## config.mk

```make
export PLATFORM = sky130hd
export DESIGN_NAME = nvm_cmd_ctrl
export DESIGN_NICKNAME = d
export VERILOG_FILES = /design/src/include/nvm_pkg.sv /design/src/verilog/nvm_byte_mem.sv /design/src/verilog/nvm_cmd_ctrl.sv
export SDC_FILE = /design/constraint.sdc
export NUM_CORES = 2
export LEC_CHECK = 0
export BUFFER_PORTS_ARGS = -buffer_cell sky130_fd_sc_hd__buf_2
export CAP_MARGIN = 15
export CELL_PAD_IN_SITES_DETAIL_PLACEMENT = 1
export CELL_PAD_IN_SITES_GLOBAL_PLACEMENT = 1
export CORE_ASPECT_RATIO = 1.4
export CORE_MARGIN = 4
export CORE_UTILIZATION = 57
export CTS_CLUSTER_DIAMETER = 80
export DETAILED_ROUTE_END_ITERATION = 6
export GPL_ROUTABILITY_DRIVEN = 1
export PLACE_DENSITY_LB_ADDON = 0.15
export SKIP_CTS_REPAIR_TIMING = 1
export SYNTH_ARGS = -nofsm -noshare
export SYNTH_HDL_FRONTEND = slang
export SYNTH_SLANG_ARGS = --single-unit
```

## constraint.sdc

```tcl
create_clock -name clk -period 10.8 [get_ports clk]
set_clock_uncertainty 0.2 [all_clocks]
set_input_delay 0.54 -clock clk [delete_from_list [all_inputs] [get_ports clk]]
set_output_delay 0.54 -clock clk [all_outputs]
set_load 0.05 [all_outputs]
```

## src/include/nvm_pkg.sv

```systemverilog
// package of the nonvolatile command block: map, codes, layouts, types
// assumes a Wishbone slave with 8-bit registers in the low data byte
package nvm_pkg;

	// eeprom geometry: byte field [4:0], page field [7:5]
	localparam int BYTE_TOP = 4;
	localparam int PAGE_TOP = 7;
	localparam int EE_AW = PAGE_TOP + 1;
	localparam int BUF_AW = BYTE_TOP + 1;
	localparam int PAGE_BYTES = 1 << BUF_AW;
	localparam int FUSE_COUNT = 6;

	// register byte offsets
	localparam logic [7:0] OFS_ADDR = 8'h00;
	localparam logic [7:0] OFS_DATA_BYTE0_REG = 8'h04;
	localparam logic [7:0] OFS_CMD = 8'h08;
	localparam logic [7:0] OFS_CONTROL_A_REG = 8'h0C;
	localparam logic [7:0] OFS_STATUS = 8'h10;
	localparam logic [7:0] OFS_CTRLB = 8'h14;
	localparam logic [7:0] OFS_LOCK = 8'h18;

	// field positions
	localparam int CONTROL_A_REG_EXEC_BIT = 0;
	localparam int STATUS_BUSY_BIT = 0;
	localparam int CTRLB_MAP_BIT = 0;

	// command codes
	localparam logic [6:0] CMD_NOP = 7'h00;
	localparam logic [6:0] CMD_READ_USER_SIG = 7'h01;
	localparam logic [6:0] CMD_READ_PROD_SIG = 7'h02;
	localparam logic [6:0] CMD_READ_EEPROM = 7'h06;
	localparam logic [6:0] CMD_READ_FUSES = 7'h07;
	localparam logic [6:0] CMD_WRITE_LOCK = 7'h08;
	localparam logic [6:0] CMD_ERASE_EEPROM = 7'h30;
	localparam logic [6:0] CMD_ERASE_PAGE = 7'h32;
	localparam logic [6:0] CMD_LOAD_BUFFER = 7'h33;
	localparam logic [6:0] CMD_WRITE_PAGE = 7'h34;
	localparam logic [6:0] CMD_ERASE_WRITE_PAGE = 7'h35;
	localparam logic [6:0] CMD_ERASE_BUFFER = 7'h36;

	// reset values and constants
	localparam logic [7:0] LOCK_RESET = 8'hFF;
	localparam logic [7:0] ERASED_BYTE = 8'hFF;
	localparam logic [1:0] MAP_STALL_CYCLES = 2'h2;
	// signature row contents are arbitrary seeds, not identity codes
	localparam logic [7:0] SIG_SEED_USER = 8'h5A;
	localparam logic [7:0] SIG_SEED_PROD = 8'hC3;

	// classic wishbone request from the master
	typedef struct packed {
		logic cyc;
		logic stb;
		logic we;
		logic [3:0] sel;
		logic [7:0] adr;
		logic [31:0] dat;
	} wbReq_type;

	// core side: load instr, mapped eeprom load and store
	typedef struct packed {
		logic lpmReq;
		logic mapLoad;
		logic mapStore;
		logic [7:0] addr;
		logic [7:0] data;
	} coreReq_type;

	typedef enum logic [1:0] {TRIG_NONE, TRIG_EXEC, TRIG_LPM, TRIG_DATA_BYTE0_REG}
		trig_type;

endpackage : nvm_pkg

```

## src/verilog/nvm_byte_mem.sv

```systemverilog
// byte-wide memory, one write port, one registered read port
// assumes clk, arst_n and ce are shared with the command block
`timescale 1ns/1ps
module nvm_byte_mem #(
	parameter int AW = 8
) (
	// clock and reset
	input wire logic clk,
	input wire logic arst_n,
	input wire logic ce,
	// write port
	input wire logic wrEn,
	input wire logic [AW-1:0] wrAddr,
	input wire logic [7:0] wrData,
	// read port
	input wire logic [AW-1:0] rdAddr,
	output logic [7:0] rdData
);

	logic [7:0] cells [0:(1<<AW)-1];

	// array has no reset, contents survive like the real cells
	always_ff @(posedge clk) begin
		if (ce && wrEn) begin
			cells[wrAddr] <= wrData;
		end
	end

	// read data from a register, one cycle after the address
	always_ff @(posedge clk or negedge arst_n) begin
		if (!arst_n) begin
			rdData <= 8'h00;
		end else if (ce) begin
			rdData <= cells[rdAddr];
		end
	end

endmodule : nvm_byte_mem

```

## src/verilog/nvm_cmd_ctrl.sv

```systemverilog
// command logic for signature, fuse, lock and eeprom operations
// assumes a Wishbone master on clk, guard window and fuse pins outside
//
// Summary of operation
// - signature read returns byte on load instr
// - action commands start on execute trigger bit
// - read-triggered commands start on program load instr
// - protected triggers need guard window unless external
// - read fuses: address selects, data_byte0_reg gets value
// - write lock from data_byte0_reg, busy and halted
// - lock bits only move toward more secure
// - lock write clears eeprom and flash buffers
// - lock write accepted from any code section
// - eeprom byte or page write, byte read
// - eeprom via registers or mapped data space
// - address splits into byte and page fields
// - mapped stores load buffer by low bits
// - mapped buffer load stalls core two cycles
// - mapping disables register buffer load and read
// - data_byte0_reg write loads buffer slot, no busy
// - buffer erase on trigger, busy, protected
// - page erase, write, erase-write on trigger
// - page write touches only tagged slots
// - eeprom erase clears tagged slots every page
// - eeprom read puts byte into data_byte0_reg
//
// Local design decisions: the register offsets and register access over Wishbone.
`timescale 1ns/1ps
module nvm_cmd_ctrl (
	// clock, reset, enable
	input wire logic clk,
	input wire logic arst_n,
	input wire logic ce,
	// wishbone slave
	input wire nvm_pkg::wbReq_type wbReq,
	output logic wbAck,
	output logic [31:0] wbDat,
	// core side
	input wire nvm_pkg::coreReq_type core,
	output logic [7:0] lpmData,
	output logic lpmValid,
	output logic [7:0] mapRdata,
	output logic mapRvalid,
	output logic coreHalt,
	// protection and fuse pins
	input wire logic guardOpen,
	input wire logic extProg,
	input wire logic [nvm_pkg::FUSE_COUNT*8-1:0] fusePins,
	// status toward neighbours
	output logic nvmBusy,
	output logic flashBufClear
);

	typedef enum logic [1:0] {ST_IDLE, ST_RUN, ST_DONE} state_type;

	function automatic logic hits(input logic [7:0] adr, input logic [7:0] ofs);
		hits = (adr == ofs);
	endfunction : hits

	// trigger kind of each command
	function automatic nvm_pkg::trig_type trigOf(input logic [6:0] c);
		unique case (c)
			nvm_pkg::CMD_READ_USER_SIG, nvm_pkg::CMD_READ_PROD_SIG:
				trigOf = nvm_pkg::TRIG_LPM;
			nvm_pkg::CMD_LOAD_BUFFER: trigOf = nvm_pkg::TRIG_DATA_BYTE0_REG;
			nvm_pkg::CMD_READ_FUSES, nvm_pkg::CMD_WRITE_LOCK,
			nvm_pkg::CMD_READ_EEPROM, nvm_pkg::CMD_ERASE_EEPROM,
			nvm_pkg::CMD_ERASE_PAGE, nvm_pkg::CMD_WRITE_PAGE,
			nvm_pkg::CMD_ERASE_WRITE_PAGE, nvm_pkg::CMD_ERASE_BUFFER:
				trigOf = nvm_pkg::TRIG_EXEC;
			default: trigOf = nvm_pkg::TRIG_NONE;
		endcase
	endfunction : trigOf

	function automatic logic isGuarded(input logic [6:0] c);
		isGuarded = (trigOf(c) == nvm_pkg::TRIG_EXEC)
			&& (c != nvm_pkg::CMD_READ_FUSES);
	endfunction : isGuarded

	function automatic logic isWalk(input logic [6:0] c);
		isWalk = (c == nvm_pkg::CMD_ERASE_PAGE) || (c == nvm_pkg::CMD_ERASE_EEPROM)
			|| (c == nvm_pkg::CMD_WRITE_PAGE)
			|| (c == nvm_pkg::CMD_ERASE_WRITE_PAGE);
	endfunction : isWalk

	// pin synchroniser for the fuse straps
	logic [nvm_pkg::FUSE_COUNT*8-1:0] fuseMeta_reg, fuseSync_reg;
	// register file
	logic [7:0] addr_reg, data_byte0_reg_reg, lock_reg;
	logic [6:0] cmd_reg, op_reg;
	logic mapEn_reg, ack_reg, busy_reg, halt_reg, lpmValid_reg;
	logic mapRvalid_reg, flashClr_reg;
	logic [31:0] dat_reg;
	logic [7:0] lpmData_reg, opAddr_reg, idx_reg;
	logic [1:0] stall_reg, stall_next;
	logic [nvm_pkg::PAGE_BYTES-1:0] tag_reg;
	state_type state_reg, state_next;
	// walk pipeline: write one cycle after the buffer read
	logic pipeValid_reg, pipeErase_reg;
	logic [nvm_pkg::EE_AW-1:0] pipeAddr_reg;
	logic wbHit, regWr, regRd, execWr, data0Wr, startOp, opLast;
	logic bufWe, eeWe, mapStoreOk, halt_next;
	logic [nvm_pkg::BUF_AW-1:0] bufWrAddr, slot;
	logic [7:0] bufWrData, bufRdata, eeRdata, eeWrData, rdMux;
	logic [nvm_pkg::EE_AW-1:0] eeRdAddr;

	assign wbHit = wbReq.cyc && wbReq.stb && !ack_reg;
	// writes land at the edge where the master samples ack high
	assign regWr = wbReq.cyc && wbReq.stb && ack_reg && wbReq.we
		&& wbReq.sel[0];
	assign regRd = wbHit && !wbReq.we;
	assign execWr = regWr && hits(wbReq.adr, nvm_pkg::OFS_CONTROL_A_REG)
		&& wbReq.dat[nvm_pkg::CONTROL_A_REG_EXEC_BIT];
	assign data0Wr = regWr && hits(wbReq.adr, nvm_pkg::OFS_DATA_BYTE0_REG);
	assign mapStoreOk = core.mapStore && mapEn_reg;

	// exec accepted only when idle, guard open or external for protected codes
	assign startOp = execWr && (state_reg == ST_IDLE)
		&& (trigOf(cmd_reg) == nvm_pkg::TRIG_EXEC)
		&& (!isGuarded(cmd_reg) || guardOpen || extProg)
		&& !(mapEn_reg && cmd_reg == nvm_pkg::CMD_READ_EEPROM);
	assign slot = idx_reg[nvm_pkg::BUF_AW-1:0];
	assign opLast = (op_reg == nvm_pkg::CMD_ERASE_EEPROM) ? (idx_reg == 8'hFF)
		: (slot == nvm_pkg::BUF_AW'(nvm_pkg::PAGE_BYTES - 1));

	// two flops on the fuse pins before anything reads them
	always_ff @(posedge clk or negedge arst_n) begin
		if (!arst_n) begin
			fuseMeta_reg <= '0;
			fuseSync_reg <= '0;
		end else if (ce) begin
			fuseMeta_reg <= fusePins;
			fuseSync_reg <= fuseMeta_reg;
		end
	end

	// wishbone answer one cycle after the request, read data with it
	always_ff @(posedge clk or negedge arst_n) begin
		if (!arst_n) begin
			ack_reg <= 1'b0;
			dat_reg <= 32'h0000_0000;
		end else if (ce) begin
			ack_reg <= wbHit;
			if (regRd) begin
				dat_reg <= {24'h00_0000, rdMux};
			end
		end
	end

	// read mux, unmapped offsets answer zero
	always_comb begin
		rdMux = 8'h00;
		if (hits(wbReq.adr, nvm_pkg::OFS_ADDR)) rdMux = addr_reg;
		if (hits(wbReq.adr, nvm_pkg::OFS_DATA_BYTE0_REG)) rdMux = data_byte0_reg_reg;
		if (hits(wbReq.adr, nvm_pkg::OFS_CMD)) rdMux = {1'b0, cmd_reg};
		if (hits(wbReq.adr, nvm_pkg::OFS_STATUS)) begin
			rdMux[nvm_pkg::STATUS_BUSY_BIT] = busy_reg;
		end
		if (hits(wbReq.adr, nvm_pkg::OFS_CTRLB)) begin
			rdMux[nvm_pkg::CTRLB_MAP_BIT] = mapEn_reg;
		end
		if (hits(wbReq.adr, nvm_pkg::OFS_LOCK)) rdMux = lock_reg;
	end

	// software-written control registers
	always_ff @(posedge clk or negedge arst_n) begin
		if (!arst_n) begin
			addr_reg <= 8'h00;
			cmd_reg <= nvm_pkg::CMD_NOP;
			mapEn_reg <= 1'b0;
		end else if (ce && regWr) begin
			if (hits(wbReq.adr, nvm_pkg::OFS_ADDR)) addr_reg <= wbReq.dat[7:0];
			if (hits(wbReq.adr, nvm_pkg::OFS_CMD)) cmd_reg <= wbReq.dat[6:0];
			if (hits(wbReq.adr, nvm_pkg::OFS_CTRLB)) begin
				mapEn_reg <= wbReq.dat[nvm_pkg::CTRLB_MAP_BIT];
			end
		end
	end

	// data_byte0_reg: software, fuse result, eeprom read result
	always_ff @(posedge clk or negedge arst_n) begin
		if (!arst_n) begin
			data_byte0_reg_reg <= 8'h00;
		end else if (ce) begin
			if (state_reg == ST_RUN && op_reg == nvm_pkg::CMD_READ_FUSES) begin
				data_byte0_reg_reg <= (opAddr_reg < 8'(nvm_pkg::FUSE_COUNT))
					? fuseSync_reg[opAddr_reg[2:0]*8 +: 8] : 8'h00;
			end else if (state_reg == ST_DONE
					&& op_reg == nvm_pkg::CMD_READ_EEPROM) begin
				data_byte0_reg_reg <= eeRdata;
			end else if (data0Wr) begin
				data_byte0_reg_reg <= wbReq.dat[7:0];
			end
		end
	end

	// lock bits: and-in only, zero means programmed (more secure)
	always_ff @(posedge clk or negedge arst_n) begin
		if (!arst_n) begin
			lock_reg <= nvm_pkg::LOCK_RESET;
		end else if (ce && state_reg == ST_RUN
				&& op_reg == nvm_pkg::CMD_WRITE_LOCK) begin
			lock_reg <= lock_reg & data_byte0_reg_reg;
		end
	end

	// command sequencer
	always_comb begin
		state_next = state_reg;
		unique case (state_reg)
			ST_IDLE: if (startOp) state_next = ST_RUN;
			ST_RUN: if (!isWalk(op_reg) || opLast) state_next = ST_DONE;
			ST_DONE: state_next = ST_IDLE;
		endcase
	end

	always_ff @(posedge clk or negedge arst_n) begin
		if (!arst_n) begin
			state_reg <= ST_IDLE;
			op_reg <= nvm_pkg::CMD_NOP;
			opAddr_reg <= 8'h00;
			idx_reg <= 8'h00;
		end else if (ce) begin
			state_reg <= state_next;
			if (startOp) begin
				op_reg <= cmd_reg;
				opAddr_reg <= addr_reg;
				idx_reg <= 8'h00;
			end else if (state_reg == ST_RUN) begin
				idx_reg <= idx_reg + 8'h01;
			end
		end
	end

	// busy for every exec command except eeprom read; cleared after done
	always_ff @(posedge clk or negedge arst_n) begin
		if (!arst_n) begin
			busy_reg <= 1'b0;
		end else if (ce) begin
			if (startOp) begin
				busy_reg <= (cmd_reg != nvm_pkg::CMD_READ_EEPROM);
			end else if (state_reg == ST_DONE) begin
				busy_reg <= 1'b0;
			end
		end
	end

	// halt: fuse/lock commands, plus two-cycle mapped store stall
	always_comb begin
		stall_next = (stall_reg != 2'h0) ? stall_reg - 2'h1 : 2'h0;
		if (mapStoreOk) stall_next = nvm_pkg::MAP_STALL_CYCLES;
		halt_next = (stall_next != 2'h0);
		if (startOp && (cmd_reg == nvm_pkg::CMD_READ_FUSES
				|| cmd_reg == nvm_pkg::CMD_WRITE_LOCK)) begin
			halt_next = 1'b1;
		end
		// held through done so halt and busy drop on the same edge
		if (state_reg == ST_RUN && (op_reg == nvm_pkg::CMD_READ_FUSES
				|| op_reg == nvm_pkg::CMD_WRITE_LOCK)) begin
			halt_next = 1'b1;
		end
	end

	always_ff @(posedge clk or negedge arst_n) begin
		if (!arst_n) begin
			stall_reg <= 2'h0;
			halt_reg <= 1'b0;
		end else if (ce) begin
			stall_reg <= stall_next;
			halt_reg <= halt_next;
		end
	end

	// page buffer write port: mapped store wins over data_byte0_reg load
	always_comb begin
		bufWe = 1'b0;
		bufWrAddr = addr_reg[nvm_pkg::BYTE_TOP:0];
		bufWrData = data_byte0_reg_reg;
		if (mapStoreOk) begin
			bufWe = 1'b1;
			bufWrAddr = core.addr[nvm_pkg::BYTE_TOP:0];
			bufWrData = core.data;
		end else if (data0Wr && !mapEn_reg
				&& cmd_reg == nvm_pkg::CMD_LOAD_BUFFER) begin
			bufWe = 1'b1;
			bufWrData = wbReq.dat[7:0];
		end
	end

	// tags: a load sets a slot, buffer erase and lock write clear all
	always_ff @(posedge clk or negedge arst_n) begin
		if (!arst_n) begin
			tag_reg <= '0;
			flashClr_reg <= 1'b0;
		end else if (ce) begin
			flashClr_reg <= 1'b0;
			if (state_reg == ST_RUN && (op_reg == nvm_pkg::CMD_ERASE_BUFFER
					|| op_reg == nvm_pkg::CMD_WRITE_LOCK)) begin
				tag_reg <= '0;
				flashClr_reg <= (op_reg == nvm_pkg::CMD_WRITE_LOCK);
			end
			if (bufWe) begin // a load in the clearing cycle wins
				tag_reg[bufWrAddr] <= 1'b1;
			end
		end
	end

	// walk stage: a tagged slot issues a cell write next cycle
	always_ff @(posedge clk or negedge arst_n) begin
		if (!arst_n) begin
			pipeValid_reg <= 1'b0;
			pipeErase_reg <= 1'b0;
			pipeAddr_reg <= '0;
		end else if (ce) begin
			pipeValid_reg <= (state_reg == ST_RUN) && isWalk(op_reg)
				&& tag_reg[slot];
			pipeErase_reg <= (op_reg == nvm_pkg::CMD_ERASE_PAGE)
				|| (op_reg == nvm_pkg::CMD_ERASE_EEPROM);
			pipeAddr_reg <= (op_reg == nvm_pkg::CMD_ERASE_EEPROM) ? idx_reg
				: {opAddr_reg[nvm_pkg::PAGE_TOP:nvm_pkg::BYTE_TOP+1], slot};
		end
	end

	// erase-write lands the buffer byte, so one write covers both
	assign eeWe = pipeValid_reg;
	assign eeWrData = pipeErase_reg ? nvm_pkg::ERASED_BYTE : bufRdata;
	assign eeRdAddr = mapEn_reg ? core.addr : opAddr_reg;

	nvm_byte_mem #(.AW(nvm_pkg::BUF_AW)) pageBuf (
		.clk(clk),
		.arst_n(arst_n),
		.ce(ce),
		.wrEn(bufWe),
		.wrAddr(bufWrAddr),
		.wrData(bufWrData),
		.rdAddr(slot),
		.rdData(bufRdata)
	);

	nvm_byte_mem #(.AW(nvm_pkg::EE_AW)) eeCells (
		.clk(clk),
		.arst_n(arst_n),
		.ce(ce),
		.wrEn(eeWe),
		.wrAddr(pipeAddr_reg),
		.wrData(eeWrData),
		.rdAddr(eeRdAddr),
		.rdData(eeRdata)
	);

	// signature row and mapped read answers, one cycle after request
	always_ff @(posedge clk or negedge arst_n) begin
		if (!arst_n) begin
			lpmValid_reg <= 1'b0;
			lpmData_reg <= 8'h00;
			mapRvalid_reg <= 1'b0;
		end else if (ce) begin
			lpmValid_reg <= core.lpmReq
				&& (trigOf(cmd_reg) == nvm_pkg::TRIG_LPM);
			if (core.lpmReq) begin
				lpmData_reg <= core.addr ^ ((cmd_reg == nvm_pkg::CMD_READ_PROD_SIG)
					? nvm_pkg::SIG_SEED_PROD : nvm_pkg::SIG_SEED_USER);
			end
			mapRvalid_reg <= core.mapLoad && mapEn_reg;
		end
	end

	assign wbAck = ack_reg;
	assign wbDat = dat_reg;
	assign lpmData = lpmData_reg;
	assign lpmValid = lpmValid_reg;
	assign mapRdata = eeRdata;
	assign mapRvalid = mapRvalid_reg;
	assign coreHalt = halt_reg;
	assign nvmBusy = busy_reg;
	assign flashBufClear = flashClr_reg;

	chk_busy_drop: assert property (@(posedge clk) disable iff (!arst_n)
		(ce && state_reg == ST_DONE) |=> !busy_reg && !halt_reg)
		else $error("busy or halt stayed after completion");

	chk_guard_block: assert property (@(posedge clk) disable iff (!arst_n)
		(ce && execWr && isGuarded(cmd_reg) && !guardOpen && !extProg)
		|=> !$rose(busy_reg) && state_reg != ST_RUN || $past(state_reg) != ST_IDLE)
		else $error("protected command started without guard");

	chk_nop_idle: assert property (@(posedge clk) disable iff (!arst_n)
		(ce && execWr && state_reg == ST_IDLE && cmd_reg == nvm_pkg::CMD_NOP)
		|=> state_reg == ST_IDLE)
		else $error("no-op command left idle");

	chk_map_stall: assert property (@(posedge clk) disable iff (!arst_n)
		(ce && mapStoreOk) |=> halt_reg [*2])
		else $error("mapped store did not stall two cycles");

	chk_lock_secure: assert property (@(posedge clk) disable iff (!arst_n)
		(lock_reg & ~$past(lock_reg)) == 8'h00)
		else $error("lock bit went back to unprogrammed");

	chk_lock_clears: assert property (@(posedge clk) disable iff (!arst_n)
		(ce && state_reg == ST_RUN && op_reg == nvm_pkg::CMD_WRITE_LOCK
		&& !bufWe) |=> tag_reg == '0 && flashBufClear)
		else $error("lock write left buffers loaded");

	chk_map_blocks: assert property (@(posedge clk) disable iff (!arst_n)
		(ce && data0Wr && mapEn_reg && !core.mapStore && state_reg == ST_IDLE
		&& cmd_reg == nvm_pkg::CMD_LOAD_BUFFER) |=> $stable(tag_reg))
		else $error("register load worked while mapped");

	chk_fuse_halt: assert property (@(posedge clk) disable iff (!arst_n)
		(state_reg == ST_RUN && op_reg == nvm_pkg::CMD_READ_FUSES)
		|-> halt_reg && busy_reg)
		else $error("fuse read not busy and halted");

	chk_sig_read: assert property (@(posedge clk) disable iff (!arst_n)
		(ce && core.lpmReq && cmd_reg == nvm_pkg::CMD_READ_USER_SIG)
		|=> lpmValid && lpmData == ($past(core.addr) ^ nvm_pkg::SIG_SEED_USER))
		else $error("signature byte not returned");

	chk_buf_load: assert property (@(posedge clk) disable iff (!arst_n)
		(ce && data0Wr && !mapEn_reg && !core.mapStore && state_reg == ST_IDLE
		&& cmd_reg == nvm_pkg::CMD_LOAD_BUFFER)
		|=> tag_reg[$past(addr_reg[nvm_pkg::BYTE_TOP:0])] && !busy_reg)
		else $error("data_byte0_reg write did not load buffer slot");

endmodule : nvm_cmd_ctrl
```

==> results.ini <==
[detailed_routing]
drtIter0Drc=6916
totalWireLength_um=317300
ant_nets=0
wire_per_inst_um=33.51
vias=62880
via_per_inst=6.642
drt_pass1_iterations=7
drc=2

[sta]
final-hold-violation-count=5
setup_tns_ps=0
tightestPinTransition_ps=1285
finalSetupViolations=0
finalMaxSlewViolations=0
whs_ps=-15.51
rsz0062_at_grt=false
fmax_ghz=0.1633
fin_crit_sh_pct=56.70
period_needed_ps=6123
maxSlewHeadroom_pct=13.64

[placed_design]
gp_congestion=0.8591
hpwlAfterDp_um=190900
port_buffers=121

[min_path]
min_from=wbReq[44]
hold_class=input port to flop

[worst_setup_path]
r2r-start=mapEn_reg$_DFFE_PN0P_
cp.required_ps=11380
critPathLaunchType=flop
crit_arrival_ps=6710
worst_setup_path_end_kind=flop
cp_max_fo=50
path_class=flop to flop
cp-startpoint=mapEn_reg$_DFFE_PN0P_
reg2reg_slack_ps=4680

[floorplan]
start_util_pct=57.39
die_area_um2=186100
std_cell_rows=183
pin_count=173
die_h_um=508.8
coreArea_um2=177900
fp.dieW_um=365.7

[yosys]
async_reset_ff_share_pct=9.256
yosysWarnings=0
synthCells=6847
yosysSeqAreaShare_pct=73.53
syn_area_um2=102100
syn_area_per_cell_um2=14.91
netlist.area_leader.share_pct=67.76
synthDistinctLibCells=81
synthFlopType=edfxtp_1
yosys-top-cells-area=edfxtp_1, dfrtp_1, mux2i_1
synth_edf_count=2304
synth_area_leader_cell=edfxtp_1
ys_ff_latch=2539

[final_layout]
layout_commonest_cell=edfxtp_1
nNetsFinal=7087
largest_register_ffs=2048
layout_common_cells=edfxtp_1, nand2_1, nand3_1, mux2i_1, nor2_1
regMostFlops=eeCells.cells
top_regs=eeCells.cells x2048, pageBuf.cells x256
area_delta_synth_final_pct=10.52
drive_gt1_share_pct=13.16

[clock_network]
cts_tree=built
root_buffer=clkbuf_16
clock_latency_ps=900
clock_path_buffers=3
path_clk_slew_ps=70
cts_htree_levels=4
clkSinkCount=2539
cts_buffers=225

[power]
leakage_nw=36.48
peakVddDrop_v=0.0001748
pwr_density_cell_nw_per_um2=180.7

[global_routing]
antenna_found_initial=6
grt_overflow=0
groute.usage.overall_pct=34.09
grt_max_degree=197
grt_pass1_wl_um=456500
grt_pass1_vias=66430

[outcome]
status=finished with violations
violations=DRC, hold timing

[flow_run]
maxCapViolations=0

==> path summary, 6_finish.rpt <==
kind | endpoint | depth (start not counted)
max | eeCells.rdData[6]$_DFFE_PN0P_ | 9
min in group asynchronous | fuseMeta_reg[30]$_DFFE_PN0P_ | 2
min | wbDat[2]$_DFFE_PN0P_ | 3
min reg2reg | lock_reg[5]$_DFFE_PN1P_ | 1
max in group asynchronous | idx_reg[0]$_DFFE_PN0P_ | 4
max reg2reg | eeCells.rdData[6]$_DFFE_PN0P_ | 9
==> per-stage QoR <==
stage	setup slack, ps	cells	total power, W	instance area, µm²	utilization (%)
after floorplan	7220	6870	0.01196	102200	-
after global placement	4804	8976	0.01234	104700	58.84
after detailed placement	4810	8976	0.01240	104700	58.85
after CTS	4773	9392	0.02040	112100	62.99
after global routing	4561	9465	0.02094	112800	63.42
final	4677	9467	0.02039	112800	63.42
==> layout make-up <==
class / instances / area [µm²]
repair buffers: 325 / 2524
flip-flops and latches: 2539 / 75080
diodes: 3 / 7.507
clock buffers: 272 / 5889
inverters: 14 / 52.55
clock inverters: 144 / 1490
fillers: 15780 / 65070
multi-input cells: 3858 / 24900
well taps: 2312 / 2893
==> logic make-up (layout without fill, tap and decap cells) <==
| logic type | after synthesis | count (layout) | synth area share (%) |
|---|---|---|---|
| compound gates | 811 | 811 | 5.142 |
| xor+xnor | 6 | 6 | 0.05147 |
| fa+ha+maj | 5 | 5 | 0.06127 |
| buf+inv | 473 | 755 | 2.368 |
| flops | 2539 | 2539 | 73.53 |
| mux | 747 | 747 | 9.373 |
| other cells | 1 | 27 | 0.003673 |
| simple gates | 2265 | 2265 | 9.467 |
==> power breakdown <==
group	internal (W)	leakage (nW)	total [W]	switching [W]
Combinational	0.000321	9.68	0.00110	0.000778
Sequential	0.0110	23.2	0.0111	0.000166
Clock	0.00447	3.61	0.00815	0.00368
==> Yosys cell counts, types with 13 or more instances <==
| cell type | n |
|---|---|
| a2111oi_0 | 13 |
| a211oi_1 | 21 |
| a21o_1 | 33 |
| a21oi_1 | 257 |
| a311oi_1 | 14 |
| a31oi_1 | 59 |
| and3_1 | 21 |
| buf_1 | 50 |
| buf_2 | 119 |
| buf_4 | 65 |
| buf_6 | 28 |
| clkbuf_1 | 194 |
| dfrtp_1 | 227 |
| edfxtp_1 | 2304 |
| inv_1 | 13 |
| mux2_2 | 145 |
| mux2i_1 | 448 |
| mux4_2 | 151 |
| nand2_1 | 1159 |
| nand3_1 | 502 |
| nand4_1 | 32 |
| nor2_1 | 378 |
| nor3_1 | 53 |
| nor4_1 | 53 |
| o21ai_0 | 87 |
| o221ai_1 | 84 |
| o22ai_1 | 130 |
==> routing by layer <==
metal / vias to the layer above / wire length (µm) / GRT usage, %
met1: 32450 / 109900 / 41.37
met4: 6 / 24370 / 21.75
met5: - / 39 / 0
met2: 3312 / 157800 / 56.79
met3: 936 / 25130 / 5.972
li1: 26170 / - / -
==> worst max-delay path, cell delays in order (launching register included) <==
cell and delay [ps]:
dfrtp_2 1040, mux2_8 660, buf_4 810, buf_4 780, mux4_2 630, mux2i_1 150
o21ai_0 240, a21oi_1 730, o211ai_1 380, o221a_2 250
Note: power is estimated with default switching activity, not from simulation.
